**src/rtl/tlv_pkg.sv**
```systemverilog
// Constants for the two-level vectored interrupt controller.
// Assumes a 32-bit AXI4-Lite register bus and a 25 MHz core clock.
package tlv_pkg;

  // ----------------------------------------------------------------
  // Sources, natural order, highest first
  // ----------------------------------------------------------------
  localparam int         NSRC     = 6;
  localparam logic [2:0] SRC_EXT0 = 3'h0;
  localparam logic [2:0] SRC_T0   = 3'h1;
  localparam logic [2:0] SRC_EXT1 = 3'h2;
  localparam logic [2:0] SRC_T1   = 3'h3;
  localparam logic [2:0] SRC_SER  = 3'h4;
  localparam logic [2:0] SRC_T2   = 3'h5;

  // ----------------------------------------------------------------
  // Vectors
  // ----------------------------------------------------------------
  localparam int                    PC_W      = 16;
  localparam logic [PC_W-1:0]       VEC_RESET = 16'h0000;
  localparam logic [5:0][PC_W-1:0]  VEC_TABLE = {
    16'h002b, 16'h0023, 16'h001b, 16'h0013, 16'h000b, 16'h0003
  };

  // ----------------------------------------------------------------
  // Register map, byte addresses
  // ----------------------------------------------------------------
  localparam int         AXI_AW          = 8;
  localparam logic [7:0] ADDR_EVENT_FLAGS = 8'h88;
  localparam logic [7:0] ADDR_IRQ_ENABLE  = 8'ha8;
  localparam logic [7:0] ADDR_IE_BIT_SET  = 8'hac;
  localparam logic [7:0] ADDR_IE_BIT_CLR  = 8'hb0;
  localparam logic [7:0] ADDR_IRQ_PRIO    = 8'hb8;
  localparam logic [7:0] ADDR_STATUS      = 8'hc0;

  // ----------------------------------------------------------------
  // Fields and reset values
  // ----------------------------------------------------------------
  localparam int         GLOBAL_EN_BIT = 7;
  localparam logic [7:0] IE_MASK       = 8'hbf;
  localparam logic [7:0] IE_RST        = 8'h00;
  localparam logic [7:0] IP_MASK       = 8'h3f;
  localparam logic [7:0] IP_RST        = 8'h00;

  localparam int         FLAGS_W     = 10;
  localparam int         FL_EXT0_TRG = 0;
  localparam int         FL_EXT0_REQ = 1;
  localparam int         FL_EXT1_TRG = 2;
  localparam int         FL_EXT1_REQ = 3;
  localparam int         FL_T0_OVF   = 4;
  localparam int         FL_T1_OVF   = 5;
  localparam int         FL_T2_OVF   = 6;
  localparam int         FL_T2_EDGE  = 7;
  localparam int         FL_SER_RX   = 8;
  localparam int         FL_SER_TX   = 9;
  localparam logic [9:0] FLAGS_RST   = 10'h000;

  localparam int ST_INSVC_LO = 0;
  localparam int ST_INSVC_HI = 1;
  localparam int ST_IRQ_REQ  = 2;
  localparam int ST_SRC_LSB  = 4;
  localparam int ST_DEPTH_LSB = 8;

  // ----------------------------------------------------------------
  // Bus answers and stack
  // ----------------------------------------------------------------
  localparam logic [1:0] RESP_OKAY   = 2'h0;
  localparam logic [1:0] RESP_SLVERR = 2'h2;
  localparam logic [1:0] STACK_DEPTH = 2'h2;

endpackage : tlv_pkg

```
**src/rtl/tlv_pick_if.sv**
```systemverilog
// Carrier between the controller and its priority picker.
// Assumes the picker is purely combinational.
`timescale 1ns/100ps
interface tlv_pick_if;
  logic [5:0] pend;
  logic [5:0] high;
  logic       hi_valid;
  logic [2:0] hi_src;
  logic       lo_valid;
  logic [2:0] lo_src;

  modport arb (input pend, high, output hi_valid, hi_src, lo_valid,
               lo_src);
  modport ctl (output pend, high, input hi_valid, hi_src, lo_valid,
               lo_src);
endinterface : tlv_pick_if

```
**src/rtl/tlv_prio_pick.sv**
```systemverilog
// Fixed natural-order picker, one result per priority level.
// Assumes pending bits are already gated by the enables.
`timescale 1ns/100ps
module tlv_prio_pick (
  // Pending set and result
  tlv_pick_if.arb pk
);

  // ----------------------------------------------------------------
  // Scan downward so the lowest index is kept last
  // ----------------------------------------------------------------
  always_comb begin
    pk.hi_valid = 1'b0;
    pk.hi_src   = 3'h0;
    pk.lo_valid = 1'b0;
    pk.lo_src   = 3'h0;
    for (int i = tlv_pkg::NSRC - 1; i >= 0; i--) begin
      if (pk.pend[i] && pk.high[i]) begin
        pk.hi_valid = 1'b1;
        pk.hi_src   = 3'(i);
      end
      if (pk.pend[i] && !pk.high[i]) begin
        pk.lo_valid = 1'b1;
        pk.lo_src   = 3'(i);
      end
    end
  end

endmodule : tlv_prio_pick

```
**src/rtl/tlv_ret_stack.sv**
```systemverilog
// Return-address stack, one slot per priority level.
// A push and a pop in the same cycle: the push wins unless the stack is full.
`timescale 1ns/100ps
module tlv_ret_stack (
  // Clock, reset, enable
  input  wire logic        aclk,
  input  wire logic        aresetn,
  input  wire logic        ce,
  // Stack access
  input  wire logic        push,
  input  wire logic [15:0] push_pc,
  input  wire logic        pop,
  output logic      [15:0] top_pc,
  output logic      [1:0]  depth
);

  logic [15:0] slot [2];

  always_ff @(posedge aclk) begin
    if (!aresetn) begin
      depth <= 2'h0;
    end else if (ce) begin
      if (push && depth != tlv_pkg::STACK_DEPTH) begin
        depth <= depth + 2'h1;
      end else if (pop && depth != 2'h0) begin
        depth <= depth - 2'h1;
      end
    end
  end

  // Storage has no reset; an empty stack reads as zero
  always_ff @(posedge aclk) begin
    if (ce && push && depth != tlv_pkg::STACK_DEPTH) begin
      slot[depth[0]] <= push_pc;
    end
  end

  assign top_pc = (depth == 2'h0) ? 16'h0000 : slot[~depth[0]];

endmodule : tlv_ret_stack

```
**src/rtl/tlv_irq_ctrl.sv**
```systemverilog
// Two-level vectored interrupt controller with AXI4-Lite registers.
// Assumes pins and event pulses are synchronous to aclk and that the
// core takes an offer with irq_take only while irq_req is high.
//
// Contract
// - Global enable low blocks every acknowledge
// - Each source gated by its enable bit
// - Fixed vectors per source, reset at zero
// - Edge mode: falling pin edge sets flag
// - Level mode: low pin raises the request
// - External request flags readable by software
// - Edge external flag cleared on service
// - Timer rollover requests, not timer0 mode three
// - Timer 0/1 overflow flags cleared on service
// - Timer2 request from overflow or pin edge
// - Timer2 flags never cleared on service
// - Software flag writes act like hardware
// - Serial rx or tx shares one request
// - Accept: push return, mark busy, vector
// - Return pops address and clears busy level
// - Enable register resets to all zero
// - Enable bits changeable singly in one write
// - Fixed natural order within one level
// - High priority bit beats all low sources
`timescale 1ns/100ps
module tlv_irq_ctrl (
  // Clock, reset, enable
  input  wire logic        aclk,
  input  wire logic        aresetn,
  input  wire logic        ce,
  // AXI4-Lite write
  input  wire logic        s_axi_awvalid,
  output logic             s_axi_awready,
  input  wire logic [7:0]  s_axi_awaddr,
  input  wire logic        s_axi_wvalid,
  output logic             s_axi_wready,
  input  wire logic [31:0] s_axi_wdata,
  input  wire logic [3:0]  s_axi_wstrb,
  output logic             s_axi_bvalid,
  input  wire logic        s_axi_bready,
  output logic      [1:0]  s_axi_bresp,
  // AXI4-Lite read
  input  wire logic        s_axi_arvalid,
  output logic             s_axi_arready,
  input  wire logic [7:0]  s_axi_araddr,
  output logic             s_axi_rvalid,
  input  wire logic        s_axi_rready,
  output logic      [31:0] s_axi_rdata,
  output logic      [1:0]  s_axi_rresp,
  // Pins
  input  wire logic        ext_line_0,
  input  wire logic        ext_line_1,
  input  wire logic        timer2_capture_pin,
  // Peripheral events
  input  wire logic        timer0_rollover,
  input  wire logic        timer0_mode3,
  input  wire logic        timer1_rollover,
  input  wire logic        timer2_rollover,
  input  wire logic        serial_rx_done,
  input  wire logic        serial_tx_done,
  // Core sequencer
  output logic             irq_req,
  output logic      [15:0] irq_vector,
  input  wire logic        irq_take,
  input  wire logic [15:0] irq_next_pc,
  input  wire logic        return_from_irq_instr,
  output logic             resume_valid,
  output logic      [15:0] resume_pc
);

  // ----------------------------------------------------------------
  // State
  // ----------------------------------------------------------------
  logic [7:0]  interrupt_enable;
  logic [7:0]  interrupt_priority;
  logic [9:0]  event_flags;
  logic [9:0]  next_flags;
  logic        in_service_hi;
  logic        in_service_lo;
  logic [2:0]  pin_prev;
  logic [2:0]  pin_now;
  logic [2:0]  fall;
  logic [5:0]  raw_req;
  logic [2:0]  offer_src;
  logic        offer_hi;
  logic        cand_valid;
  logic [2:0]  cand_src;
  logic        cand_hi;
  logic        accept;
  logic        ret;
  logic [15:0] stack_top;
  logic [1:0]  stack_depth;
  logic        aw_have;
  logic        w_have;
  logic [7:0]  aw_addr;
  logic [31:0] w_data;
  logic [3:0]  w_strb;
  logic        wr_go;
  logic        wr_hit;
  logic [31:0] wmask;
  logic [31:0] rd_val;
  logic        rd_hit;

  tlv_pick_if pick ();

  // ----------------------------------------------------------------
  // Pin edge detection
  // ----------------------------------------------------------------
  assign pin_now = {timer2_capture_pin, ext_line_1, ext_line_0};

  always_ff @(posedge aclk) begin
    if (!aresetn) begin
      pin_prev <= 3'h7;
    end else if (ce) begin
      pin_prev <= pin_now;
    end
  end

  // A one-cycle sample per clock; slower edge sources are assumed
  genvar g;
  generate
    for (g = 0; g < 3; g++) begin : g_fall
      assign fall[g] = pin_prev[g] & ~pin_now[g];
    end
  endgenerate

  // ----------------------------------------------------------------
  // Request gating and priority
  // ----------------------------------------------------------------
  assign raw_req = {
    event_flags[tlv_pkg::FL_T2_OVF] | event_flags[tlv_pkg::FL_T2_EDGE],
    event_flags[tlv_pkg::FL_SER_RX] | event_flags[tlv_pkg::FL_SER_TX],
    event_flags[tlv_pkg::FL_T1_OVF],
    event_flags[tlv_pkg::FL_EXT1_REQ],
    event_flags[tlv_pkg::FL_T0_OVF],
    event_flags[tlv_pkg::FL_EXT0_REQ]
  };

  assign pick.pend = raw_req & interrupt_enable[5:0]
    & {6{interrupt_enable[tlv_pkg::GLOBAL_EN_BIT]}};
  assign pick.high = interrupt_priority[5:0];

  tlv_prio_pick u_pick (
    .pk (pick)
  );

  // High may interrupt low; nothing interrupts an equal level
  always_comb begin
    cand_valid = 1'b0;
    cand_src   = 3'h0;
    cand_hi    = 1'b0;
    if (pick.hi_valid && !in_service_hi) begin
      cand_valid = 1'b1;
      cand_src   = pick.hi_src;
      cand_hi    = 1'b1;
    end else if (pick.lo_valid && !in_service_hi && !in_service_lo) begin
      cand_valid = 1'b1;
      cand_src   = pick.lo_src;
    end
  end

  assign accept = irq_take & irq_req;
  assign ret    = return_from_irq_instr & (in_service_hi | in_service_lo);

  // ----------------------------------------------------------------
  // Offer to the core
  // ----------------------------------------------------------------
  // Dropped for one cycle after a take so a stale offer is not retaken
  always_ff @(posedge aclk) begin
    if (!aresetn) begin
      irq_req    <= 1'b0;
      irq_vector <= tlv_pkg::VEC_RESET;
      offer_src  <= 3'h0;
      offer_hi   <= 1'b0;
    end else if (ce) begin
      irq_req <= cand_valid & ~irq_take;
      if (!irq_take && cand_valid) begin
        irq_vector <= tlv_pkg::VEC_TABLE[cand_src];
        offer_src  <= cand_src;
        offer_hi   <= cand_hi;
      end
    end
  end

  // ----------------------------------------------------------------
  // In-service levels and return
  // ----------------------------------------------------------------
  always_ff @(posedge aclk) begin
    if (!aresetn) begin
      in_service_hi <= 1'b0;
      in_service_lo <= 1'b0;
    end else if (ce) begin
      if (accept) begin
        if (offer_hi) begin
          in_service_hi <= 1'b1;
        end else begin
          in_service_lo <= 1'b1;
        end
      end else if (ret) begin
        if (in_service_hi) begin
          in_service_hi <= 1'b0;
        end else begin
          in_service_lo <= 1'b0;
        end
      end
    end
  end

  tlv_ret_stack u_stack (
    .aclk    (aclk),
    .aresetn (aresetn),
    .ce      (ce),
    .push    (accept),
    .push_pc (irq_next_pc),
    .pop     (ret),
    .top_pc  (stack_top),
    .depth   (stack_depth)
  );

  always_ff @(posedge aclk) begin
    if (!aresetn) begin
      resume_valid <= 1'b0;
      resume_pc    <= 16'h0000;
    end else if (ce) begin
      resume_valid <= ret & ~accept;
      if (ret && !accept) begin
        resume_pc <= stack_top;
      end
    end
  end

  // ----------------------------------------------------------------
  // Event flags
  // ----------------------------------------------------------------
  // Order: service clear, then software write, then hardware set,
  // so a set arriving with a clear is never lost
  always_comb begin
    next_flags = event_flags;
    if (accept) begin
      if (offer_src == tlv_pkg::SRC_EXT0
          && event_flags[tlv_pkg::FL_EXT0_TRG]) begin
        next_flags[tlv_pkg::FL_EXT0_REQ] = 1'b0;
      end
      if (offer_src == tlv_pkg::SRC_EXT1
          && event_flags[tlv_pkg::FL_EXT1_TRG]) begin
        next_flags[tlv_pkg::FL_EXT1_REQ] = 1'b0;
      end
      if (offer_src == tlv_pkg::SRC_T0) begin
        next_flags[tlv_pkg::FL_T0_OVF] = 1'b0;
      end
      if (offer_src == tlv_pkg::SRC_T1) begin
        next_flags[tlv_pkg::FL_T1_OVF] = 1'b0;
      end
      // Timer 2 and serial flags stay set for software
    end
    if (wr_go && aw_addr == tlv_pkg::ADDR_EVENT_FLAGS) begin
      next_flags = (next_flags & ~wmask[9:0])
        | (w_data[9:0] & wmask[9:0]);
    end
    if (event_flags[tlv_pkg::FL_EXT0_TRG] ? fall[0] : !pin_now[0]) begin
      next_flags[tlv_pkg::FL_EXT0_REQ] = 1'b1;
    end
    if (event_flags[tlv_pkg::FL_EXT1_TRG] ? fall[1] : !pin_now[1]) begin
      next_flags[tlv_pkg::FL_EXT1_REQ] = 1'b1;
    end
    if (timer0_rollover && !timer0_mode3) begin
      next_flags[tlv_pkg::FL_T0_OVF] = 1'b1;
    end
    if (timer1_rollover) begin
      next_flags[tlv_pkg::FL_T1_OVF] = 1'b1;
    end
    if (timer2_rollover) begin
      next_flags[tlv_pkg::FL_T2_OVF] = 1'b1;
    end
    if (fall[2]) begin
      next_flags[tlv_pkg::FL_T2_EDGE] = 1'b1;
    end
    if (serial_rx_done) begin
      next_flags[tlv_pkg::FL_SER_RX] = 1'b1;
    end
    if (serial_tx_done) begin
      next_flags[tlv_pkg::FL_SER_TX] = 1'b1;
    end
  end

  always_ff @(posedge aclk) begin
    if (!aresetn) begin
      event_flags <= tlv_pkg::FLAGS_RST;
    end else if (ce) begin
      event_flags <= next_flags;
    end
  end

  // ----------------------------------------------------------------
  // Enable and priority registers
  // ----------------------------------------------------------------
  always_ff @(posedge aclk) begin
    if (!aresetn) begin
      interrupt_enable <= tlv_pkg::IE_RST;
    end else if (ce && wr_go && w_strb[0]) begin
      unique case (aw_addr)
        tlv_pkg::ADDR_IRQ_ENABLE:
          interrupt_enable <= w_data[7:0] & tlv_pkg::IE_MASK;
        tlv_pkg::ADDR_IE_BIT_SET:
          interrupt_enable <= (interrupt_enable | w_data[7:0])
            & tlv_pkg::IE_MASK;
        tlv_pkg::ADDR_IE_BIT_CLR:
          interrupt_enable <= interrupt_enable & ~w_data[7:0];
        default: ;
      endcase
    end
  end

  always_ff @(posedge aclk) begin
    if (!aresetn) begin
      interrupt_priority <= tlv_pkg::IP_RST;
    end else if (ce && wr_go && w_strb[0]
                 && aw_addr == tlv_pkg::ADDR_IRQ_PRIO) begin
      interrupt_priority <= w_data[7:0] & tlv_pkg::IP_MASK;
    end
  end

  // ----------------------------------------------------------------
  // AXI4-Lite write channel
  // ----------------------------------------------------------------
  assign wr_go = aw_have & w_have & ~s_axi_bvalid;
  assign wmask = {{8{w_strb[3]}}, {8{w_strb[2]}},
                  {8{w_strb[1]}}, {8{w_strb[0]}}};
  assign wr_hit = aw_addr == tlv_pkg::ADDR_EVENT_FLAGS
    || aw_addr == tlv_pkg::ADDR_IRQ_ENABLE
    || aw_addr == tlv_pkg::ADDR_IE_BIT_SET
    || aw_addr == tlv_pkg::ADDR_IE_BIT_CLR
    || aw_addr == tlv_pkg::ADDR_IRQ_PRIO
    || aw_addr == tlv_pkg::ADDR_STATUS;

  always_ff @(posedge aclk) begin
    if (!aresetn) begin
      aw_have       <= 1'b0;
      aw_addr       <= 8'h00;
      s_axi_awready <= 1'b0;
    end else if (ce) begin
      if (s_axi_awvalid && s_axi_awready) begin
        aw_have       <= 1'b1;
        aw_addr       <= s_axi_awaddr;
        s_axi_awready <= 1'b0;
      end else if (wr_go) begin
        aw_have <= 1'b0;
      end else if (!aw_have && !s_axi_bvalid) begin
        s_axi_awready <= 1'b1;
      end
    end
  end

  always_ff @(posedge aclk) begin
    if (!aresetn) begin
      w_have       <= 1'b0;
      w_data       <= 32'h0000_0000;
      w_strb       <= 4'h0;
      s_axi_wready <= 1'b0;
    end else if (ce) begin
      if (s_axi_wvalid && s_axi_wready) begin
        w_have       <= 1'b1;
        w_data       <= s_axi_wdata;
        w_strb       <= s_axi_wstrb;
        s_axi_wready <= 1'b0;
      end else if (wr_go) begin
        w_have <= 1'b0;
      end else if (!w_have && !s_axi_bvalid) begin
        s_axi_wready <= 1'b1;
      end
    end
  end

  always_ff @(posedge aclk) begin
    if (!aresetn) begin
      s_axi_bvalid <= 1'b0;
      s_axi_bresp  <= tlv_pkg::RESP_OKAY;
    end else if (ce) begin
      if (wr_go) begin
        s_axi_bvalid <= 1'b1;
        s_axi_bresp  <= wr_hit ? tlv_pkg::RESP_OKAY
                               : tlv_pkg::RESP_SLVERR;
      end else if (s_axi_bready) begin
        s_axi_bvalid <= 1'b0;
      end
    end
  end

  // ----------------------------------------------------------------
  // AXI4-Lite read channel
  // ----------------------------------------------------------------
  always_comb begin
    rd_val = 32'h0000_0000;
    rd_hit = 1'b1;
    unique case (s_axi_araddr)
      tlv_pkg::ADDR_EVENT_FLAGS: rd_val[9:0] = event_flags;
      tlv_pkg::ADDR_IRQ_ENABLE:  rd_val[7:0] = interrupt_enable;
      tlv_pkg::ADDR_IRQ_PRIO:    rd_val[7:0] = interrupt_priority;
      tlv_pkg::ADDR_IE_BIT_SET,
      tlv_pkg::ADDR_IE_BIT_CLR:  rd_val = 32'h0000_0000;
      tlv_pkg::ADDR_STATUS: begin
        rd_val[tlv_pkg::ST_INSVC_LO] = in_service_lo;
        rd_val[tlv_pkg::ST_INSVC_HI] = in_service_hi;
        rd_val[tlv_pkg::ST_IRQ_REQ]  = irq_req;
        rd_val[tlv_pkg::ST_SRC_LSB +: 3]   = offer_src;
        rd_val[tlv_pkg::ST_DEPTH_LSB +: 2] = stack_depth;
      end
      default: rd_hit = 1'b0;
    endcase
  end

  always_ff @(posedge aclk) begin
    if (!aresetn) begin
      s_axi_arready <= 1'b0;
      s_axi_rvalid  <= 1'b0;
      s_axi_rdata   <= 32'h0000_0000;
      s_axi_rresp   <= tlv_pkg::RESP_OKAY;
    end else if (ce) begin
      if (s_axi_arvalid && s_axi_arready) begin
        s_axi_arready <= 1'b0;
        s_axi_rvalid  <= 1'b1;
        s_axi_rdata   <= rd_val;
        s_axi_rresp   <= rd_hit ? tlv_pkg::RESP_OKAY
                                : tlv_pkg::RESP_SLVERR;
      end else if (s_axi_rvalid && s_axi_rready) begin
        s_axi_rvalid <= 1'b0;
      end else if (!s_axi_rvalid) begin
        s_axi_arready <= 1'b1;
      end
    end
  end

endmodule : tlv_irq_ctrl

```
**config.mk**
```make
export PLATFORM = sky130hd
export DESIGN_NAME = tlv_irq_ctrl
export DESIGN_NICKNAME = d
export VERILOG_FILES = /design/src/rtl/tlv_pkg.sv /design/src/rtl/tlv_pick_if.sv /design/src/rtl/tlv_prio_pick.sv /design/src/rtl/tlv_ret_stack.sv /design/src/rtl/tlv_irq_ctrl.sv
export SDC_FILE = /design/constraint.sdc
export NUM_CORES = 1
export LEC_CHECK = 0
export ABC_AREA = 1
export BUFFER_PORTS_ARGS = -buffer_cell sky130_fd_sc_hd__buf_2
export CORE_UTILIZATION = 50
export CTS_BUF_LIST = sky130_fd_sc_hd__clkbuf_8
export DETAILED_ROUTE_END_ITERATION = 6
export PLACE_DENSITY_LB_ADDON = 0.25
export SYNTH_ARGS = -nofsm -noshare
export SYNTH_HDL_FRONTEND = slang
export SYNTH_SLANG_ARGS = --single-unit
```
**constraint.sdc**
```tcl
create_clock -name aclk -period 2.2 [get_ports aclk]
set_input_delay 0.22 -clock aclk [delete_from_list [all_inputs] [get_ports aclk]]
set_output_delay 0.22 -clock aclk [all_outputs]
set_load 0.01 [all_outputs]
```
* Word-level counts from Yosys, hierarchy flattened *
Memory sizes are Yosys's and may differ from the RTL's. A register that Yosys moved wholly into a read port is not among the register bits.
Index checks and enable logic that the tools add are counted.

word-level totals
  ROM bits = 128
  logic and storage cells = 263
  memory bits (writable) = 32
  bits of input ports = 87
  memories kept = 2
  register bits = 94
  bits in latches = 0
  output and inout port bits = 75

memory list
  memory            words  width  rd ports  clocked after memory_dff  wr ports  line                 source
  (name not given)  8      16     1         1                         0         tlv_irq_ctrl.sv:178  irq_vector <= tlv_pkg::VEC_TABLE[cand_src];
  u_stack.slot      2      16     1         0                         1         tlv_ret_stack.sv:17  logic [15:0] slot [2];

operators by class
  div/mod/pow operators = 0
  eq/ne operators = 23
  multipliers = 0
  order comparisons = 0
  bitwise logic cells = 28
  shift operators = 0
  reduce and logical (&&, ||, !) cells = 95
  add/sub/neg operators = 2
  muxes and demuxes = 83

operators with widths
  operator                                                                 number
  8-bit == test, second input constant                                     12
  1-bit two-way mux                                                        56
  3-bit two-way mux                                                        15
  1-bit logical AND                                                        34
  2-bit AND reduction                                                      17
  2-bit nonzero test                                                       13
  3-bit case mux with 4 select lines                                       2
  8-bit case mux with 3 select lines                                       1
  10-bit bitwise AND                                                       2
  1-bit logical NOT                                                        17
  16-bit two-way mux                                                       1
  6-bit bitwise AND                                                        2
  3-bit AND reduction                                                      4
  10-bit two-way mux                                                       1
  10-bit NOT                                                               1
  10-bit OR                                                                1
  1-bit bitwise AND                                                        9
  8-bit bitwise AND                                                        1
  2-bit two-way mux                                                        4
  2-bit by 1-bit inequality test with 1-bit output, second input constant  4
  2-bit inequality test, second input constant                             4
  8-bit NOT                                                                1
  8-bit OR                                                                 1
  1-bit NOT                                                                7
  14 further kinds                                                         21

* Longest topological paths before layout *
  depth in word-level cells = 16
  depth in mapped cells = 13

* Modules after synthesis *
A second synthesis with hierarchy kept.

unflattened totals
  cells, all modules = 826
  area total of the unflattened synthesis = 6,222.2 µm²

by module, submodules not included
  module         cells each  times used  area each (µm²)
  tlv_irq_ctrl   670         1           4,667.0
  tlv_ret_stack  113         1           1,362.6
  tlv_prio_pick  43          1           192.7

* Least setup slack after synthesis *
Ideal clock, no wire load.

  path kind = register to register
  start point = reg irq_req
  end point = mem u_stack.slot[0][0], enable pin
  data arrival time = 1,516 ps
  path buffers = 0
  library setup time = 388 ps
  clock period less this slack = 1,905 ps
  cell stages (with the launch flop) = 5
  setup slack = 295 ps
  data required time = 1,812 ps
  path through = dfxtp_1 nand2_1 nor2_1 o21ai_0 nor2_1

between the ends
  word-level cells in the longest chain between the ends = 5

RTL lines
  element                                  line                 source
  from (decl)                              tlv_irq_ctrl.sv:62   output logic irq_req,
  from (signal assigned)                   tlv_irq_ctrl.sv:176  irq_req <= cand_valid & ~irq_take;
  1-bit bitwise AND                        tlv_irq_ctrl.sv:162  assign accept = irq_take & irq_req;
  1-bit logical AND (2 in series)          tlv_ret_stack.sv:33  if (ce && push && depth != tlv_pkg::STACK_DEPTH) begin
  1-bit two-way mux                        tlv_ret_stack.sv:33
  1-bit two-way mux (implied by the code)  tlv_ret_stack.sv:34  slot[depth[0]] <= push_pc;
  to (decl)                                tlv_ret_stack.sv:17

Every way passes these cells.

* Final worst setup path *
  start point = reg interrupt_enable[7]
  end point = reg offer_src[0]

between the ends
  word-level cells in the longest chain between the ends = 14

RTL lines
  element                               line                 source
  from (decl)                           tlv_irq_ctrl.sv:74   logic [7:0] interrupt_enable;
  from (signal assigned)                tlv_irq_ctrl.sv:299  interrupt_enable <= tlv_pkg::IE_RST;
  from (signal assigned)                tlv_irq_ctrl.sv:303  interrupt_enable <= w_data[7:0] & tlv_pkg::IE_MASK;
  from (signal assigned)                tlv_irq_ctrl.sv:305  interrupt_enable <= (interrupt_enable | w_data[7:0])
  6-bit bitwise AND (*)                 tlv_irq_ctrl.sv:140  & {6{interrupt_enable[tlv_pkg::GLOBAL_EN_BIT]}};
  1-bit logical AND                     tlv_prio_pick.sv:22  if (pk.pend[i] && !pk.high[i]) begin
  1-bit two-way mux (6 in series)       tlv_prio_pick.sv:22
  1-bit logical AND (2 in series)       tlv_irq_ctrl.sv:156  end else if (pick.lo_valid && !in_service_hi && !in_service_lo) begin
  1-bit two-way mux                     tlv_irq_ctrl.sv:156
  1-bit two-way mux                     tlv_irq_ctrl.sv:152  if (pick.hi_valid && !in_service_hi) begin
  1-bit logical AND                     tlv_irq_ctrl.sv:177  if (!irq_take && cand_valid) begin
  2-bit AND reduction (no source line)  n/a
  to (signal assigned)                  tlv_irq_ctrl.sv:179  offer_src <= cand_src;
  to (decl)                             tlv_irq_ctrl.sv:84   logic [2:0] offer_src;

Mark *: on every way between the ends. The rest lies on a longest branch, timed or not.
A chain may end at the register's enable or synchronous reset.

==> results by group <==
Detailed routing
  • DR vias: 5315
  • DRC: 0
  • Post-DR wirelength/cell: 14.6 µm
  • DR vias/cell: 5.32
  • Total routed wirelength: 14.6 mm
  • Iter 0 DRT Violations: around 290
  • Pre-antenna DRT Iters: 5
  • Antenna Nets Post-Route: 0

Worst setup path
  • Critical Path End: offer_src[0]
  • Crit start category: register
  • Delay of the slowest critical-path stage: about 640 ps
  • Worst Setup SP: interrupt_enable[7]
  • Reg-to-reg setup timing slack: around 410 ps
  • Slowest-stage cell, CP: dfxtp_1
  • WP buf/inv: 4
  • RR Startpoint: interrupt_enable[7]
  • Critical Path Sink Type: register
  • R2r worst-path depth: 13
  • CP Cell Sequence: nand2_1 > inv_1 > nand3_1 > nand2_1 > inv_1 > nand2_2 > nand2_2 > nand2_4 > nand2_4 > inv_4 > nand3_1 > nand2_1 > inv_1
  • Crit Reg-Reg Endpoint: offer_src[0]
  • Critical path class: reg -> reg
  • Maximum fanout along the worst path: 14
  • Stages on the worst setup path: 13
  • CP arrival: about 2100 ps
  • Worst EP required: roughly 2600 ps
  • Top cell family by delay on the critical path: simple AND/OR/NAND/NOR gates

Timing
  • Slew margin rel.: 0.524
  • Final setup vio count: 0
  • RSZ-0062 raised after global routing: no
  • Clock Skews: roughly 14 ps
  • Max Slew Vio Count: 0
  • Final hold vios: 0
  • Pin slew with the least headroom to its limit: slightly above 700 ps
  • Clock period minus worst slack: 1790 ps
  • Total Neg Setup Slack: 0 ps
  • Crit share post-route: 0.812
  • Max Fclk: roughly 560 MHz

Clock tree
  • CTS buffer count: 17
  • PostCTS Resize Cnt: 0
  • Setup Fix Bufs, Post-CTS: 0
  • Htree depth: 4
  • Clock transition at path regs: 80 ps
  • Cts-stage hold buffer count: 19
  • # clock sinks: roughly 130
  • Max Buffers Root-to-Sink: 2
  • CTS tree: yes
  • Root buf cell: clkbuf_8
  • Clock Latency Late Sink: between 400 and 500 ps

Run status
  • Outcome: complete, no violations

Yosys
  • Ys Warns: 0
  • Synth Area per Inst: between 8 and 9 µm²
  • FF+latch count, synth: around 130
  • Most used DFF post-synth: dfxtp_1
  • Sequential area share after synthesis: 0.486
  • Synthesized area: roughly 5900 µm²
  • Asr flop ratio synth: 0
  • Post-synthesis cell type count: 41
  • Post-synth EDFFs: 32
  • Syn Inst Count: around 700

GRT
  • Largest net degree at the start of global routing: 37
  • Initial antenna violation count: 0
  • GRT Total Usage: 0.254
  • GRT Residual Overflow: 0
  • Global-route wire length before repair: roughly 23 mm
  • Vias in the first global route: 4823

Finish
  • Inserted Diodes: 0
  • Final net count: 930
  • P&R area growth vs syn: 18.6%
  • Layout cells sized above 1: 0.208

Power and ir drop
  • Leak: about 2.9 nW
  • Pwr/cell area: a little under 700 nW/µm²
  • Power Total: around 0.0048 W
  • Worst VDD drop: 0.529 mV

Placement
  • GPL Wtd Cong: between 0.8 and 0.9
  • Port bufs: approximately 100
  • Placed wire-length estimate: ~10 mm

Min path
  • Worst hold path depth: 4
  • Type of the tightest min-delay check: in -> reg

Floorplanning
  • Ports: roughly 160
  • Full die area: about 12000 µm²
  • Core ar.: approximately 11000 µm²
  • Row cnt: 39
  • DIE HEIGHT: between 100 and 150 µm
  • Die width: ~110 µm
  • Starting Density: 0.513

Job
  • Max Cap Violations: 0
cells in the mapped netlist (all sizes together), types with 2 or more instances:
cell type | n | area share
a21oi | 58 | 0.050
a22oi | 2 | 0.0026
a31oi | 18 | 0.022
buf | 45 | 0.057
clkbuf | 19 | 0.012
dfxtp | 94 | 0.32
edfxtp | 32 | 0.16
inv | 81 | 0.052
nand2 | 141 | 0.096
nand3 | 50 | 0.044
nand4 | 14 | 0.015
nor2 | 49 | 0.042
nor3 | 9 | 0.013
o211ai | 20 | 0.026
o21ai | 68 | 0.058
o21bai | 2 | 0.0026
o22ai | 7 | 0.0075
o31ai | 3 | 0.0038
logic make-up after synthesis:
| kind of cell | synth area share |
|---|---|
| AO/OA/AOI/OAI | 0.179 |
| buffers and inverters | 0.122 |
| flip-flops | 0.486 |
| other | 0.000641 |
| AND/OR/NAND/NOR | 0.213 |
stage by stage:
step	utilization	std cells	cell area, µm²	hold slack [ps]	worst slack, ps
2_1_floorplan	-	755	5980	319	295
5_1_grt	0.608	999	6940	19.9	202
6_report	0.608	999	6940	40.4	413
4_1_cts	0.608	999	6940	3.26	423
3_5_place_dp	0.557	948	6360	411	432
3_3_place_gp	0.557	948	6360	408	502
area by class of cell:
type / count / area (µm²)
fillers: 1024 / 4480
well taps: 143 / 179
inverters: 82 / 310
clock buffers: 17 / 234
flip-flops and latches: 126 / 2840
multi-input cells: 483 / 2420
clock inverters: 15 / 161
repair buffers: 133 / 791
placed cells by master (no fill, tap or decap), types with 2 or more instances in the layout:
master         count
nand3_1           49
o22ai_1            7
o211ai_1          20
clkinv_4           3
nor3_1             4
nor2_4             4
inv_2              3
a22oi_1            2
clkbuf_8          17
nand2_1          131
edfxtp_1          32
a21oi_1           58
buf_4             12
o31ai_1            3
nand4_1           14
nor3_2             4
inv_1             78
nor2_2             6
dlygate4sd3_1     19
inv_6              6
conb_1            35
o21bai_1           2
nand2_2            8
o21ai_0           63
buf_2            102
o21ai_1            5
nor2_1            38
a31oi_1           17
bufinv_16          2
nand2_4            2
inv_4              2
dfxtp_1           94
worst min-delay path by stage:
stage | startpoint | endpoint | slack, ps
after floorplan | irq_next_pc[0] | u_stack.slot[0][0] | 320
after global placement | irq_next_pc[10] | u_stack.slot[0][10] | 410
after detailed placement | irq_next_pc[15] | u_stack.slot[1][15] | 410
after CTS | ext_line_1 | pin_prev[1] | 3
after global routing | ext_line_1 | pin_prev[1] | 20
final | s_axi_rready | s_axi_rvalid | 40
worst reg2reg max path: cells and delay by family (launching register included):
family	cells	cell delay, ps
flops	1	640
buf+inv	4	270
simple gates	9	780
routing by layer:
| metal | global-route usage | part of all wire | up-vias |
|---|---|---|---|
| met5 | 0 | 0 | - |
| met2 | 0.398 | 0.48 | 196 |
| met4 | 0.143 | 0.030 | 0 |
| met3 | 0.0635 | 0.063 | 34 |
| met1 | 0.320 | 0.43 | 2465 |
| li1 | - | - | 2620 |
registers in the layout (all words and copies together), names as in the netlist, 3 cells and up, named ones only:
signal	cells
irq_vector	3
u_stack.slot	32
pin_prev	3
interrupt_enable	8
s_axi_rdata	10
aw_addr	8
interrupt_priority	6
resume_pc	16
event_flags	8
w_data	10
power by group:
| part | switching [W] | internal (W) | total, W |
|---|---|---|---|
| registers | 0.0000290 | 0.00241 | 0.00244 |
| logic | 0.000186 | 0.000120 | 0.000306 |
| clock network | 0.000989 | 0.00102 | 0.00201 |
| total | 0.00120 | 0.00355 | 0.00476 |
Power figures use the tool's default switching activity.
